$ cat src/design/gen_seq_consts.vh
// Timing, encoding and field constants for the generator auto-start sequencer
`ifndef GEN_SEQ_CONSTS_VH
`define GEN_SEQ_CONSTS_VH
`define CLK_FREQ_HZ        100000000
`define TICK_PERIOD_S      1
`define TICK_CYCLES        (`CLK_FREQ_HZ * `TICK_PERIOD_S)
`define LOW_BATTERY_CUTOUT_HOLD_S        30
`define LOW_BATTERY_CUTOUT_HOLD_W        6
`define MIN_RUN_CLEAR_S    300
`define SEC_PER_MIN        60
`define MIN_PER_DAY        1440
`define COARSE_STEP_MIN    10
`define MAX_ATTEMPTS       6
`define GLOW_STOP_S        16'h0002
`define MODE_GS            2'h0
`define MODE_RN1           2'h1
`define MODE_RN2           2'h2
`define SETW               8
`define SEC_W              16
`define MIN_W              11
`endif

$ cat src/design/generator_autostart_sequencer.v
// Generator auto-start sequencer: start/stop decisions and relay sequencing
`timescale 1ns/100ps
`default_nettype none
`include "gen_seq_consts.vh"

// Behaviour
// - Stop a generator auto-started at run-start time daily at run-stop time, ten-minute steps.
// - In quiet time start only after thirty seconds at or below cutout.
// - Quiet time ignores load, daily-time and slow battery start conditions.
// - Reaching quiet-time begin stops a running generator.
// - Equal quiet begin and end disables quiet time; ten-minute steps.
// - Count idle days; at exercise period start at quiet end for set minutes.
// - Five minutes of running clears the idle-day counter.
// - Exercise period zero disables; one means exercise daily.
// - Cooldown runs the generator unloaded for set minutes before auto stop.
// - Unmonitored mode stops when run time reaches maximum run setting.
// - Sensed modes use AC sense; unmonitored makes one unsensed attempt.
// - Glow-stop relay open while running, pulses to stop and for glow.
// - Run modes hold run relay energized while running, released when off.
// - Crank energizes after pre-crank; releases on AC sense or max crank.
// - Failed sensed start waits post-crank and retries, six attempts total.
// - Glow-stop issues a stop pulse after a failed attempt before recrank.
// - Unmonitored mode cranks full max time once per start.
// - Auto start on quiet end, low battery, load current or run-start time.
// - Auto stop after charging completes.
// - Auto stop when load stays below threshold past stop delay.
// - Manual on starts; manual off stops immediately.
// - Quiet begin stops and blocks battery, load and run-time stop handling.
// - Auto stops other than exercise end and maximum run time stop only after cooldown.
module generator_autostart_sequencer (
  // Clock and reset
  input  wire             ref_clk_i,
  input  wire             rst_n_i,
  // Time of day in minutes since midnight
  input  wire [`MIN_W-1:0] time_of_day_min_i,
  // Configuration, time-of-day and max run settings in ten-minute steps
  input  wire [1:0]       relay_mode_i,
  input  wire [7:0]       run_start_step_i,
  input  wire [7:0]       run_stop_step_i,
  input  wire [7:0]       quiet_begin_step_i,
  input  wire [7:0]       quiet_end_step_i,
  input  wire [7:0]       exercise_period_days_i,
  input  wire [7:0]       exercise_run_minutes_i,
  input  wire [7:0]       cooldown_minutes_i,
  input  wire [7:0]       max_run_time_i,
  input  wire [7:0]       pre_crank_delay_i,
  input  wire [7:0]       max_crank_time_i,
  input  wire [7:0]       post_crank_delay_i,
  // Condition inputs from the charger and meters
  input  wire             low_battery_cutout_i,
  input  wire             batt_24h_start_i,
  input  wire             batt_2h_start_i,
  input  wire             batt_15m_start_i,
  input  wire             load_start_i,
  input  wire             load_stop_i,
  input  wire             charge_done_i,
  // Operator command
  input  wire             manual_on_i,
  input  wire             manual_off_i,
  // Generator pin
  input  wire             generator_ac_sense_input_i,
  // Relay outputs and status
  output reg              run_stop_relay_o,
  output reg              crank_relay_o,
  output wire             gen_running_o,
  output wire             start_failed_o
);

  localparam [7:0] S_IDLE  = 8'h01;
  localparam [7:0] S_PRE   = 8'h02;
  localparam [7:0] S_CRANK = 8'h04;
  localparam [7:0] S_POST  = 8'h08;
  localparam [7:0] S_RUN   = 8'h10;
  localparam [7:0] S_COOL  = 8'h20;
  localparam [7:0] S_STOP  = 8'h40;
  localparam [7:0] S_FAIL  = 8'h80;

  // Ten-minute setting to minutes of day
  function [`MIN_W-1:0] step_to_min;
    input [7:0]  s;
    reg   [31:0] full;
    begin
      full        = s * `COARSE_STEP_MIN;
      step_to_min = full[`MIN_W-1:0];
    end
  endfunction

  // Setting minutes to seconds
  function [`SEC_W-1:0] min_to_sec;
    input [`MIN_W-1:0] m;
    reg   [31:0]       full;
    begin
      full       = m * `SEC_PER_MIN;
      min_to_sec = full[`SEC_W-1:0];
    end
  endfunction

  reg  [7:0]        state_q;
  reg  [26:0]       tick_cnt_q;
  reg               tick_q;
  reg  [2:0]        ac_sync_q;
  reg               ac_q;
  reg  [`MIN_W-1:0] tod_prev_q;
  reg  [`LOW_BATTERY_CUTOUT_HOLD_W-1:0] low_battery_cutout_cnt_q;
  reg  [`SEC_W-1:0] tmr_q;
  reg  [`SEC_W+1:0] run_sec_q; // Holds the longest run limit
  reg  [7:0]        idle_days_q;
  reg  [2:0]        attempts_q;
  reg               auto_q;
  reg               exercise_q;
  reg               daily_q;

  // One-second tick
  // single timebase
  always @(posedge ref_clk_i) begin
    if (!rst_n_i) begin
      tick_cnt_q <= 27'h0;
      tick_q     <= 1'b0;
    end else if (tick_cnt_q == `TICK_CYCLES - 1) begin
      tick_cnt_q <= 27'h0;
      tick_q     <= 1'b1;
    end else begin
      tick_cnt_q <= tick_cnt_q + 27'h1;
      tick_q     <= 1'b0;
    end
  end

  // AC sense synchroniser, change accepted when stages two and three agree
  always @(posedge ref_clk_i) begin
    if (!rst_n_i) begin
      ac_sync_q <= 3'h0;
      ac_q      <= 1'b0;
    end else begin
      ac_sync_q <= {ac_sync_q[1:0], generator_ac_sense_input_i};
      if (ac_sync_q[1] == ac_sync_q[2]) begin
        ac_q <= ac_sync_q[2];
      end
    end
  end

  // Time-of-day events fire once on arrival at a setting
  wire tod_new     = (time_of_day_min_i != tod_prev_q);
  wire at_qbegin   = tod_new && (quiet_begin_step_i != quiet_end_step_i) &&
                     (time_of_day_min_i == step_to_min(quiet_begin_step_i));
  wire at_qend     = tod_new && (time_of_day_min_i == step_to_min(quiet_end_step_i));
  // daily run times in ten-minute steps
  wire at_rstart   = tod_new && (time_of_day_min_i == step_to_min(run_start_step_i));
  wire at_rstop    = tod_new && (time_of_day_min_i == step_to_min(run_stop_step_i));
  wire at_midnight = tod_new && (time_of_day_min_i == {`MIN_W{1'b0}});

  // Quiet window, wraps past midnight
  wire [`MIN_W-1:0] qb = step_to_min(quiet_begin_step_i);
  wire [`MIN_W-1:0] qe = step_to_min(quiet_end_step_i);
  wire quiet = (qb == qe) ? 1'b0 :
               (qb < qe) ? (time_of_day_min_i >= qb && time_of_day_min_i < qe) :
                           (time_of_day_min_i >= qb || time_of_day_min_i < qe);

  wire low_battery_cutout_ok = (low_battery_cutout_cnt_q == `LOW_BATTERY_CUTOUT_HOLD_S);
  // quiet time masks slower start sources
  wire slow_start = batt_24h_start_i || batt_2h_start_i || batt_15m_start_i ||
                    load_start_i || at_rstart;
  wire exer_due = (exercise_period_days_i != 8'h0) &&
                  (idle_days_q >= exercise_period_days_i) && at_qend;
  wire auto_start = low_battery_cutout_ok || (!quiet && (slow_start || (at_qend && qb != qe))) || exer_due;

  wire sensed   = (relay_mode_i != `MODE_RN2);
  wire running  = sensed ? ac_q : (state_q == S_RUN || state_q == S_COOL);
  wire is_gs    = (relay_mode_i == `MODE_GS);

  // Stop conditions while running
  // charge complete stop
  // quiet begin stops, blocks other stop handling
  wire stop_cool = at_qbegin ||
                   (!quiet && auto_q && !exercise_q &&
                    (charge_done_i || load_stop_i || (daily_q && at_rstop)));
  wire [31:0] max_run_s   = max_run_time_i * `COARSE_STEP_MIN * `SEC_PER_MIN;
  wire        max_run_hit = !sensed && ({14'h0, run_sec_q} >= max_run_s);
  // exercise ends after set minutes, no cooldown
  wire exer_end = exercise_q &&
                  (run_sec_q >= {2'h0, min_to_sec({3'h0, exercise_run_minutes_i})});

  // Low-battery hold counter and time-of-day history
  always @(posedge ref_clk_i) begin
    if (!rst_n_i) begin
      low_battery_cutout_cnt_q <= {`LOW_BATTERY_CUTOUT_HOLD_W{1'b0}};
      tod_prev_q <= time_of_day_min_i; // No false arrival after reset
    end else begin
      tod_prev_q <= time_of_day_min_i;
      if (!low_battery_cutout_i) begin
        low_battery_cutout_cnt_q <= {`LOW_BATTERY_CUTOUT_HOLD_W{1'b0}};
      end else if (tick_q && !low_battery_cutout_ok) begin
        low_battery_cutout_cnt_q <= low_battery_cutout_cnt_q + 1'b1;
      end
    end
  end

  // Idle-day counter
  always @(posedge ref_clk_i) begin
    if (!rst_n_i) begin
      idle_days_q <= 8'h0;
    // five minutes running clears the count
    end else if (running && run_sec_q >= `MIN_RUN_CLEAR_S) begin
      idle_days_q <= 8'h0;
    end else if (at_midnight && idle_days_q != 8'hff) begin
      idle_days_q <= idle_days_q + 8'h1;
    end
  end

  // Sequencer
  always @(posedge ref_clk_i) begin
    if (!rst_n_i) begin
      state_q    <= S_IDLE;
      tmr_q      <= {`SEC_W{1'b0}};
      run_sec_q  <= {(`SEC_W+2){1'b0}};
      attempts_q <= 3'h0;
      auto_q     <= 1'b0;
      exercise_q <= 1'b0;
      daily_q    <= 1'b0;
    end else begin
      if (tick_q && tmr_q != {`SEC_W{1'b0}}) begin
        tmr_q <= tmr_q - 1'b1;
      end
      if (tick_q && (state_q == S_RUN || state_q == S_COOL) && run_sec_q != {(`SEC_W+2){1'b1}}) begin
        run_sec_q <= run_sec_q + 1'b1;
      end
      if (manual_off_i && state_q != S_IDLE && state_q != S_FAIL) begin
        state_q <= S_STOP;
        tmr_q   <= `GLOW_STOP_S;
      end else begin
        case (state_q)
          S_IDLE, S_FAIL: begin
            if (!manual_off_i && (manual_on_i || (auto_start && state_q == S_IDLE))) begin
              state_q    <= S_PRE;
              tmr_q      <= {8'h0, pre_crank_delay_i};
              attempts_q <= 3'h1;
              run_sec_q  <= {(`SEC_W+2){1'b0}};
              auto_q     <= !manual_on_i;
              exercise_q <= !manual_on_i && exer_due && !low_battery_cutout_ok;
              daily_q    <= !manual_on_i && at_rstart;
            end
          end
          S_PRE: begin
            if (tmr_q == {`SEC_W{1'b0}}) begin
              state_q <= S_CRANK;
              tmr_q   <= {8'h0, max_crank_time_i};
            end
          end
          S_CRANK: begin
            // sensed modes see AC, unmonitored cranks blind
            if (sensed && ac_q) begin
              state_q <= S_RUN;
            end else if (tmr_q == {`SEC_W{1'b0}}) begin
              if (!sensed) begin
                state_q <= S_RUN;
              end else if (attempts_q == `MAX_ATTEMPTS) begin
                state_q <= S_FAIL;
              end else begin
                state_q <= S_POST;
                tmr_q   <= {8'h0, post_crank_delay_i};
              end
            end
          end
          S_POST: begin
            if (sensed && ac_q) begin
              state_q <= S_RUN;
            end else if (tmr_q == {`SEC_W{1'b0}}) begin
              state_q    <= S_PRE;
              tmr_q      <= {8'h0, pre_crank_delay_i};
              attempts_q <= attempts_q + 3'h1;
            end
          end
          S_RUN: begin
            if (sensed && !ac_q) begin
              state_q <= S_IDLE;
            end else if (exer_end || max_run_hit) begin
              state_q <= S_STOP;
              tmr_q   <= `GLOW_STOP_S;
            end else if (stop_cool) begin
              state_q <= S_COOL;
              tmr_q   <= min_to_sec({3'h0, cooldown_minutes_i});
            end
          end
          S_COOL: begin
            if (tmr_q == {`SEC_W{1'b0}}) begin
              state_q <= S_STOP;
              tmr_q   <= `GLOW_STOP_S;
            end
          end
          S_STOP: begin
            if (tmr_q == {`SEC_W{1'b0}}) begin
              state_q <= S_IDLE;
            end
          end
          default: begin
            state_q <= S_IDLE;
          end
        endcase
      end
    end
  end

  // Relay drive from state and mode
  always @(posedge ref_clk_i) begin
    if (!rst_n_i) begin
      run_stop_relay_o <= 1'b0;
      crank_relay_o    <= 1'b0;
    end else begin
      // glow-stop pulses for glow and stop
      if (is_gs) begin
        run_stop_relay_o <= (state_q == S_PRE) || (state_q == S_STOP) || (state_q == S_POST);
      end else begin
        run_stop_relay_o <= (state_q == S_PRE) || (state_q == S_CRANK) ||
                            (state_q == S_RUN) || (state_q == S_COOL) || (state_q == S_POST);
      end
      // crank released on AC or time out
      crank_relay_o <= (state_q == S_CRANK) && !(sensed && ac_q) && (tmr_q != {`SEC_W{1'b0}});
    end
  end

  assign gen_running_o  = (state_q == S_RUN) || (state_q == S_COOL);
  assign start_failed_o = (state_q == S_FAIL);

endmodule
`default_nettype wire

$ cat config.mk
export PLATFORM = sky130hd
export DESIGN_NAME = generator_autostart_sequencer
export DESIGN_NICKNAME = d
export VERILOG_FILES = /design/src/design/generator_autostart_sequencer.v
export VERILOG_INCLUDE_DIRS = /design/src /design/src/design
export SDC_FILE = /design/constraint.sdc
export NUM_CORES = 1
export LEC_CHECK = 0
export ABC_CLOCK_PERIOD_IN_PS = 8980
export BUFFER_PORTS_ARGS = -buffer_cell sky130_fd_sc_hd__clkbuf_2
export CORE_ASPECT_RATIO = 1.2
export CORE_MARGIN = 5
export CORE_UTILIZATION = 61
export DETAILED_ROUTE_END_ITERATION = 6
export GPL_TIMING_DRIVEN = 0
export PLACE_DENSITY_LB_ADDON = 0.25
export SYNTH_ARGS = -nofsm -noshare
export SYNTH_HDL_FRONTEND = slang
export SYNTH_SLANG_ARGS = --single-unit
$ cat constraint.sdc
create_clock -name ref_clk_i -period 8.98 [get_ports ref_clk_i]
set_input_delay 0.898 -clock ref_clk_i [delete_from_list [all_inputs] [get_ports ref_clk_i]]
set_output_delay 0.898 -clock ref_clk_i [all_outputs]
set_load 0.01 [all_outputs]
==> results of run 1 <==
synth_stat cells (9+ instances only):
library cell	n
and2_1	12
o21a_1	9
nand4_1	30
nand3_1	43
nand2_1	81
and3_1	16
o21ai_0	44
or3_1	10
nor2b_1	16
nor4_1	23
fa_1	43
nor2_1	121
a21o_1	17
o21bai_1	12
nand2b_1	16
inv_1	117
dfxtp_1	107
xor2_1	85
xnor2_1	68
ha_1	184
nor3_1	20
a211oi_1	14
a21oi_1	64
a31oi_1	12
clkbuf_1	14
worst min path at each step:
| stage | end | slack, ns |
|---|---|---|
| final | ac_sync_q[1] | 0.44 |
| after global routing | ac_sync_q[1] | 0.47 |
| after CTS | ac_sync_q[1] | 0.44 |
| after detailed placement | ac_sync_q[1] | 0.42 |
| after global placement | ac_sync_q[1] | 0.42 |
| after floorplan | ac_sync_q[1] | 0.41 |
worst max-delay path: stages:
cell and delay [ns]:
clkbuf_2 0.13, ha_1 0.30, ha_1 0.22, fa_1 0.41
xnor2_1 0.41, inv_1 0.17, ha_1 0.35, xor2_1 0.18
fa_1 0.53, inv_1 0.04, ha_1 0.33, o21ai_0 0.13
a21oi_1 0.12, o21ai_0 0.22, a21oi_1 0.13, o41ai_1 0.33
xor2_1 0.22, ha_1 0.27, nand4_1 0.17, nor4_1 0.09
a211oi_1 0.39, nor2_1 0.15, or4b_4 0.56, a211oi_2 0.35
nor3_4 0.15, buf_6 0.20, nand4_1 0.09, o221ai_1 0.11
flip-flops by register name, summed over array words and instances (netlist names), 3 cells and up:
name and cells:
low_battery_cutout_cnt_q 6, tod_prev_q 11, idle_days_q 8, attempts_q 3, ac_sync_q 3, state_q 8
tick_cnt_q 27, run_sec_q 18, tmr_q 16
per-layer routing:
metal	vias up	wire, um	track usage	share of wire
li1	4831	-	-	-
met1	4527	10800	0.290	0.43
met2	256	12300	0.439	0.49
met3	69	1210	0.0387	0.048
met4	2	662	0.0856	0.027
met5	-	13	0	0.00052
power by group:
part	switching (mW)	internal, mW
Clock	0.211	0.228
Sequential	0.0204	0.498
Combinational	0.838	0.619
Total	1.07	1.35
kinds of logic after synthesis:
family	synth area share
adders and majority gates	0.287
xor gates and xnor gates	0.121
buffers and inverters	0.0473
DFF	0.194
and+or+nand+nor	0.201
AOI/OAI and AO/OA	0.142
muxes	0.00736
final cells by class:
type                       count  area (um^2)  share of cell area
multi-input combinational   1054         8390               0.685
clock inverter                 7          100             0.00818
tap                          224          280              0.0229
buffer                        19         83.8             0.00685
sequential                   107         2140               0.175
antenna                        1         2.50            0.000204
timing repair buffer         116          581              0.0474
clock buffer                   9          225              0.0184
inverter                     117          439              0.0359
==> metrics, run 1 <==
status=finished, final reports clean; Crit Reg-Reg Endpoint=tmr_q[0]; global-route wire length before repair=42,600 um; pre-CTS setup slack=1.17 ns; DRT iter0 DRCs=slightly above 500; post-synthesis async set-or-reset flop share=0; Setup violations, final=0; share of the synthesized area in the top cell type=0.208; Yosys reg bits=107; total die area=20,900 um^2; Post-DP Area=11,900 um^2; vias in the first global route=between 9,000 and 10,000; Syn-to-layout area delta=10.8%; fmax=between 100 and 150 MHz; I/O Buffers=116; largest net degree at the start of global routing=22; cell area after layout=12,200 um^2; DR vias=9,685; top cells by area, synth=ha_1, dfxtp_1, fa_1, xor2_1, xnor2_1; min Tclk post-route=7.43 ns; Worst Max-Slew Pin Slew=between 0.8 and 0.9 ns; post-synthesis net count=1,637; Initial Util=0.613; Hold-fix buffers, CTS=0; Synth area leader=ha_1; Min-Delay Path Depth=1; FP Rows=54; Final Power=between 2 and 2.5 mW; Finished Layout Cells=1,654; RSZ-0062 raised after global routing=false; Yosys cell types=75; Num CTS Buffers=9; # resized after CTS=0; Final Hold Slack=about 0.44 ns; initial antenna violation count=2; Post-DP HPWL=20,700 um; CTS sink count=107; warnings from Yosys=0; Final WS setup=about 1.5 ns; core area=around 18,000 um^2; DR vias/cell=5.86; clk buf depth=2; Placed Cells=1,637; most common flop cell mapped by yosys=dfxtp_1; Clock Pin Slew Worst Setup and Hold Paths=0.08 ns; CP required=slightly above 9 ns; GPL Wtd Cong=0.925; CTS H-tree lvls=3; Synth Instances=1,297; Avg Inst Size Synth=~8.5 um^2; die span in y=approximately 160 um; worst-path maximum fanout=10; FF-to-FF path depth=8; grt total ovfl=0; Root Buffer=clkbuf_16; number of flops mapped to enable cells by yosys=0; Worst Setup EP=tmr_q[0]; max cap viols=0; Min-Delay Path Class=flop to flop; Final Hold Fails=0; Seq/Total Area, Yosys=0.194; Rel. slew slack=0.410; VDD IR-drop max=about 0.16 mV; CP Data Arrival Time=7.66 ns; Die X=between 100 and 150 um; Leak=between 5 and 6 nW; final WL=about 25,000 um; Skew-Pair Late Insertion Delay=0.36 ns; Worst setup SP type=input port; fraction of layout cells with a size suffix above 1=0.111; pwr dens=197 nW/um^2; Core Util, Final=0.679; Crit Path Category=input port to flop; # Post-CTS Setup Buffers=0; ANT nets after route=0; CP Launch Point=max_run_time_i[1]; HP Start=ac_sync_q[0]; worst clock skew=0.00853 ns; TritonCTS clock tree=yes; Slew Limit Fails=0; flop2flop setup slack=5.57 ns; WL/cell=between 15 and 20 um; R2R Path Start=tmr_q[7]; Period Utilization, post-route=0.828; Post-Route Setup TNS=0 ns; most frequent cells in the layout=ha_1, nor2_1, inv_1; commonest non-fill, non-tap cell in the layout=ha_1; GR Util All Layers=0.242; nets=1,764; # DRC=0; IO Count=117; first-pass iteration count of the detailed router=5; filler cell count=1,489; synthesized area=roughly 11,000 um^2; Crit. End Element=flop
No activity file was read; power rests on OpenSTA's default activity.
==> inputs of run 2 (changes only) <==
--- a/config.mk
+++ b/config.mk
@@ -6,7 +6,7 @@
 export SDC_FILE = /design/constraint.sdc
 export NUM_CORES = 1
 export LEC_CHECK = 0
-export ABC_CLOCK_PERIOD_IN_PS = 8980
+export ABC_CLOCK_PERIOD_IN_PS = 7420
 export BUFFER_PORTS_ARGS = -buffer_cell sky130_fd_sc_hd__clkbuf_2
 export CORE_ASPECT_RATIO = 1.2
 export CORE_MARGIN = 5
==> constraint.sdc (replaced) <==
create_clock -name ref_clk_i -period 7.42 [get_ports ref_clk_i]
set_input_delay 0.742 -clock ref_clk_i [delete_from_list [all_inputs] [get_ports ref_clk_i]]
set_output_delay 0.742 -clock ref_clk_i [all_outputs]
set_load 0.01 [all_outputs]
==> metrics, run 2 (synthesized netlist as in run 1, its figures left out) <==
DR vias=9,677 (-0.083%); DR vias/cell=5.85 (-0.14%); Crit. End Element=flop; nets=1,765 (+0.057%); worst clock skew=0.00908 ns (+0.000548 ns); Die X=133 um (unchanged); VDD IR-drop max=0.200 mV (+22%); Min-Delay Path Class=flop to flop; Final Hold Fails=0 (unchanged); grt total ovfl=0 (unchanged); Setup violations, final=0 (unchanged); Post-DP Area=11,900 um^2 (unchanged); Reg with most FFs=tick_cnt_q; Hold-fix buffers, CTS=0 (unchanged); Period Utilization, post-route=0.951; core area=18,000 um^2 (unchanged); commonest non-fill, non-tap cell in the layout=ha_1; cell area after layout=12,300 um^2 (+0.46%); Worst Max-Slew Pin Slew=0.879 ns (+0.00223 ns); status=finished, final reports clean; max cap viols=0 (unchanged); pwr dens=240 nW/um^2 (+22%); CP Data Arrival Time=7.30 ns (-0.36 ns); Final Hold Slack=0.437 ns (-0.000435 ns); total die area=20,900 um^2 (unchanged); Num CTS Buffers=9 (unchanged); vias in the first global route=9,598 (unchanged); Post-DP HPWL=20,700 um (unchanged); CP most frequent cell=ha_1; die span in y=157 um (unchanged); I/O Buffers=116 (unchanged); global-route wire length before repair=42,600 um (unchanged); fmax=approximately 140 MHz; Final Power=2.96 mW (+22%); clk buf depth=2 (unchanged); WP buf/inv=4 (unchanged); CP required=7.67 ns (-1.53 ns); first-pass iteration count of the detailed router=5 (unchanged); GR Util All Layers=0.242 (unchanged); max reg flops=27 (unchanged); filler cell count=1,483 (-0.40%); Slew Limit Fails=0 (unchanged); Leak=5.63 nW (+0.36%); WL/cell=15.2 um (+0.58%); Top Registers=tick_cnt_q x27, run_sec_q x18, tmr_q x16; Crit Path Category=input port to flop; fraction of layout cells with a size suffix above 1=0.115 (+0.00412); CTS sink count=107 (unchanged); Syn-to-layout area delta=11.3%; ANT nets after route=0 (unchanged); Placed Cells=1,637 (unchanged); # DRC=0 (unchanged); GPL Wtd Cong=0.925 (unchanged); DRT iter0 DRCs=522 (+2.8%); Finished Layout Cells=1,655 (+0.060%); Post-Route Setup TNS=0 ns (unchanged); Initial Util=0.613 (unchanged); largest net degree at the start of global routing=22 (unchanged); Rel. slew slack=0.409 (-0.00150); Worst setup SP type=input port; FP Rows=54 (unchanged); CTS H-tree lvls=3 (unchanged); TritonCTS clock tree=yes; min Tclk post-route=7.05 ns; slowest library cell on the worst path=fa_1; initial antenna violation count=2 (unchanged); Root Buffer=clkbuf_16; Skew-Pair Late Insertion Delay=0.36 ns (about the same); worst-path maximum fanout=9 (-1); most frequent cells in the layout=ha_1, nor2_1, inv_1; Clock Pin Slew Worst Setup and Hold Paths=0.08 ns (about the same); IO Count=117 (unchanged); CP delay by family, top=adder cells; crit-path max cell delay=0.58 ns (+0.02 ns); final WL=25,100 um (+0.64%)
[run 2: cell type report]
type | instances | area (um^2) | share of cell area
Inverter | 117 | 439 | 0.0357
Tap cell | 224 | 280 | 0.0228
Antenna cell | 1 | 2.50 | 0.000203
Timing Repair Buffer | 117 | 601 | 0.0488
Clock buffer | 9 | 225 | 0.0183
Multi-Input combinational cell | 1054 | 8420 | 0.685
Buffer | 19 | 83.8 | 0.00682
Sequential cell | 107 | 2140 | 0.174
Clock inverter | 7 | 100 | 0.00814
[run 2: routing by layer]
metal  part of all wire  vias up  global-route usage
met2               0.49      247               0.439
met3              0.051       64              0.0387
met1               0.43     4527               0.290
met5            0.00052        -                   0
li1                   -     4837                   -
met4              0.027        2              0.0856
[run 2: path summary, 6_finish.rpt]
kind | from | end | slack (ns) | depth (start not counted)
worst min register to register | ac_sync_q[0] | ac_sync_q[1] | 0.44 | 1
worst max-delay path | max_run_time_i[1] | tmr_q[5] | 0.37 | 28
worst min-delay path | ac_sync_q[0] | ac_sync_q[1] | 0.44 | 1
worst max register to register | tmr_q[7] | tmr_q[0] | 4.04 | 8
[run 2: repair_timing]
item	CTS	global route
endpoints found under the setup margin	0	22
resized for setup	0	7
setup buffers	0	1
[run 2: power breakdown]
group	internal, mW	total [mW]	switching [mW]
Combinational	0.766	1.80	1.03
Sequential	0.603	0.628	0.0247
Clock	0.276	0.532	0.256
Total	1.65	2.96	1.31
[run 2: through the flow]
stage,setup WS [ns],util
after floorplan,0.813,-
after global placement,-0.166,0.660
after detailed placement,-0.232,0.660
after CTS,0.128,0.678
after global routing,-0.00439,0.682
final,0.366,0.682
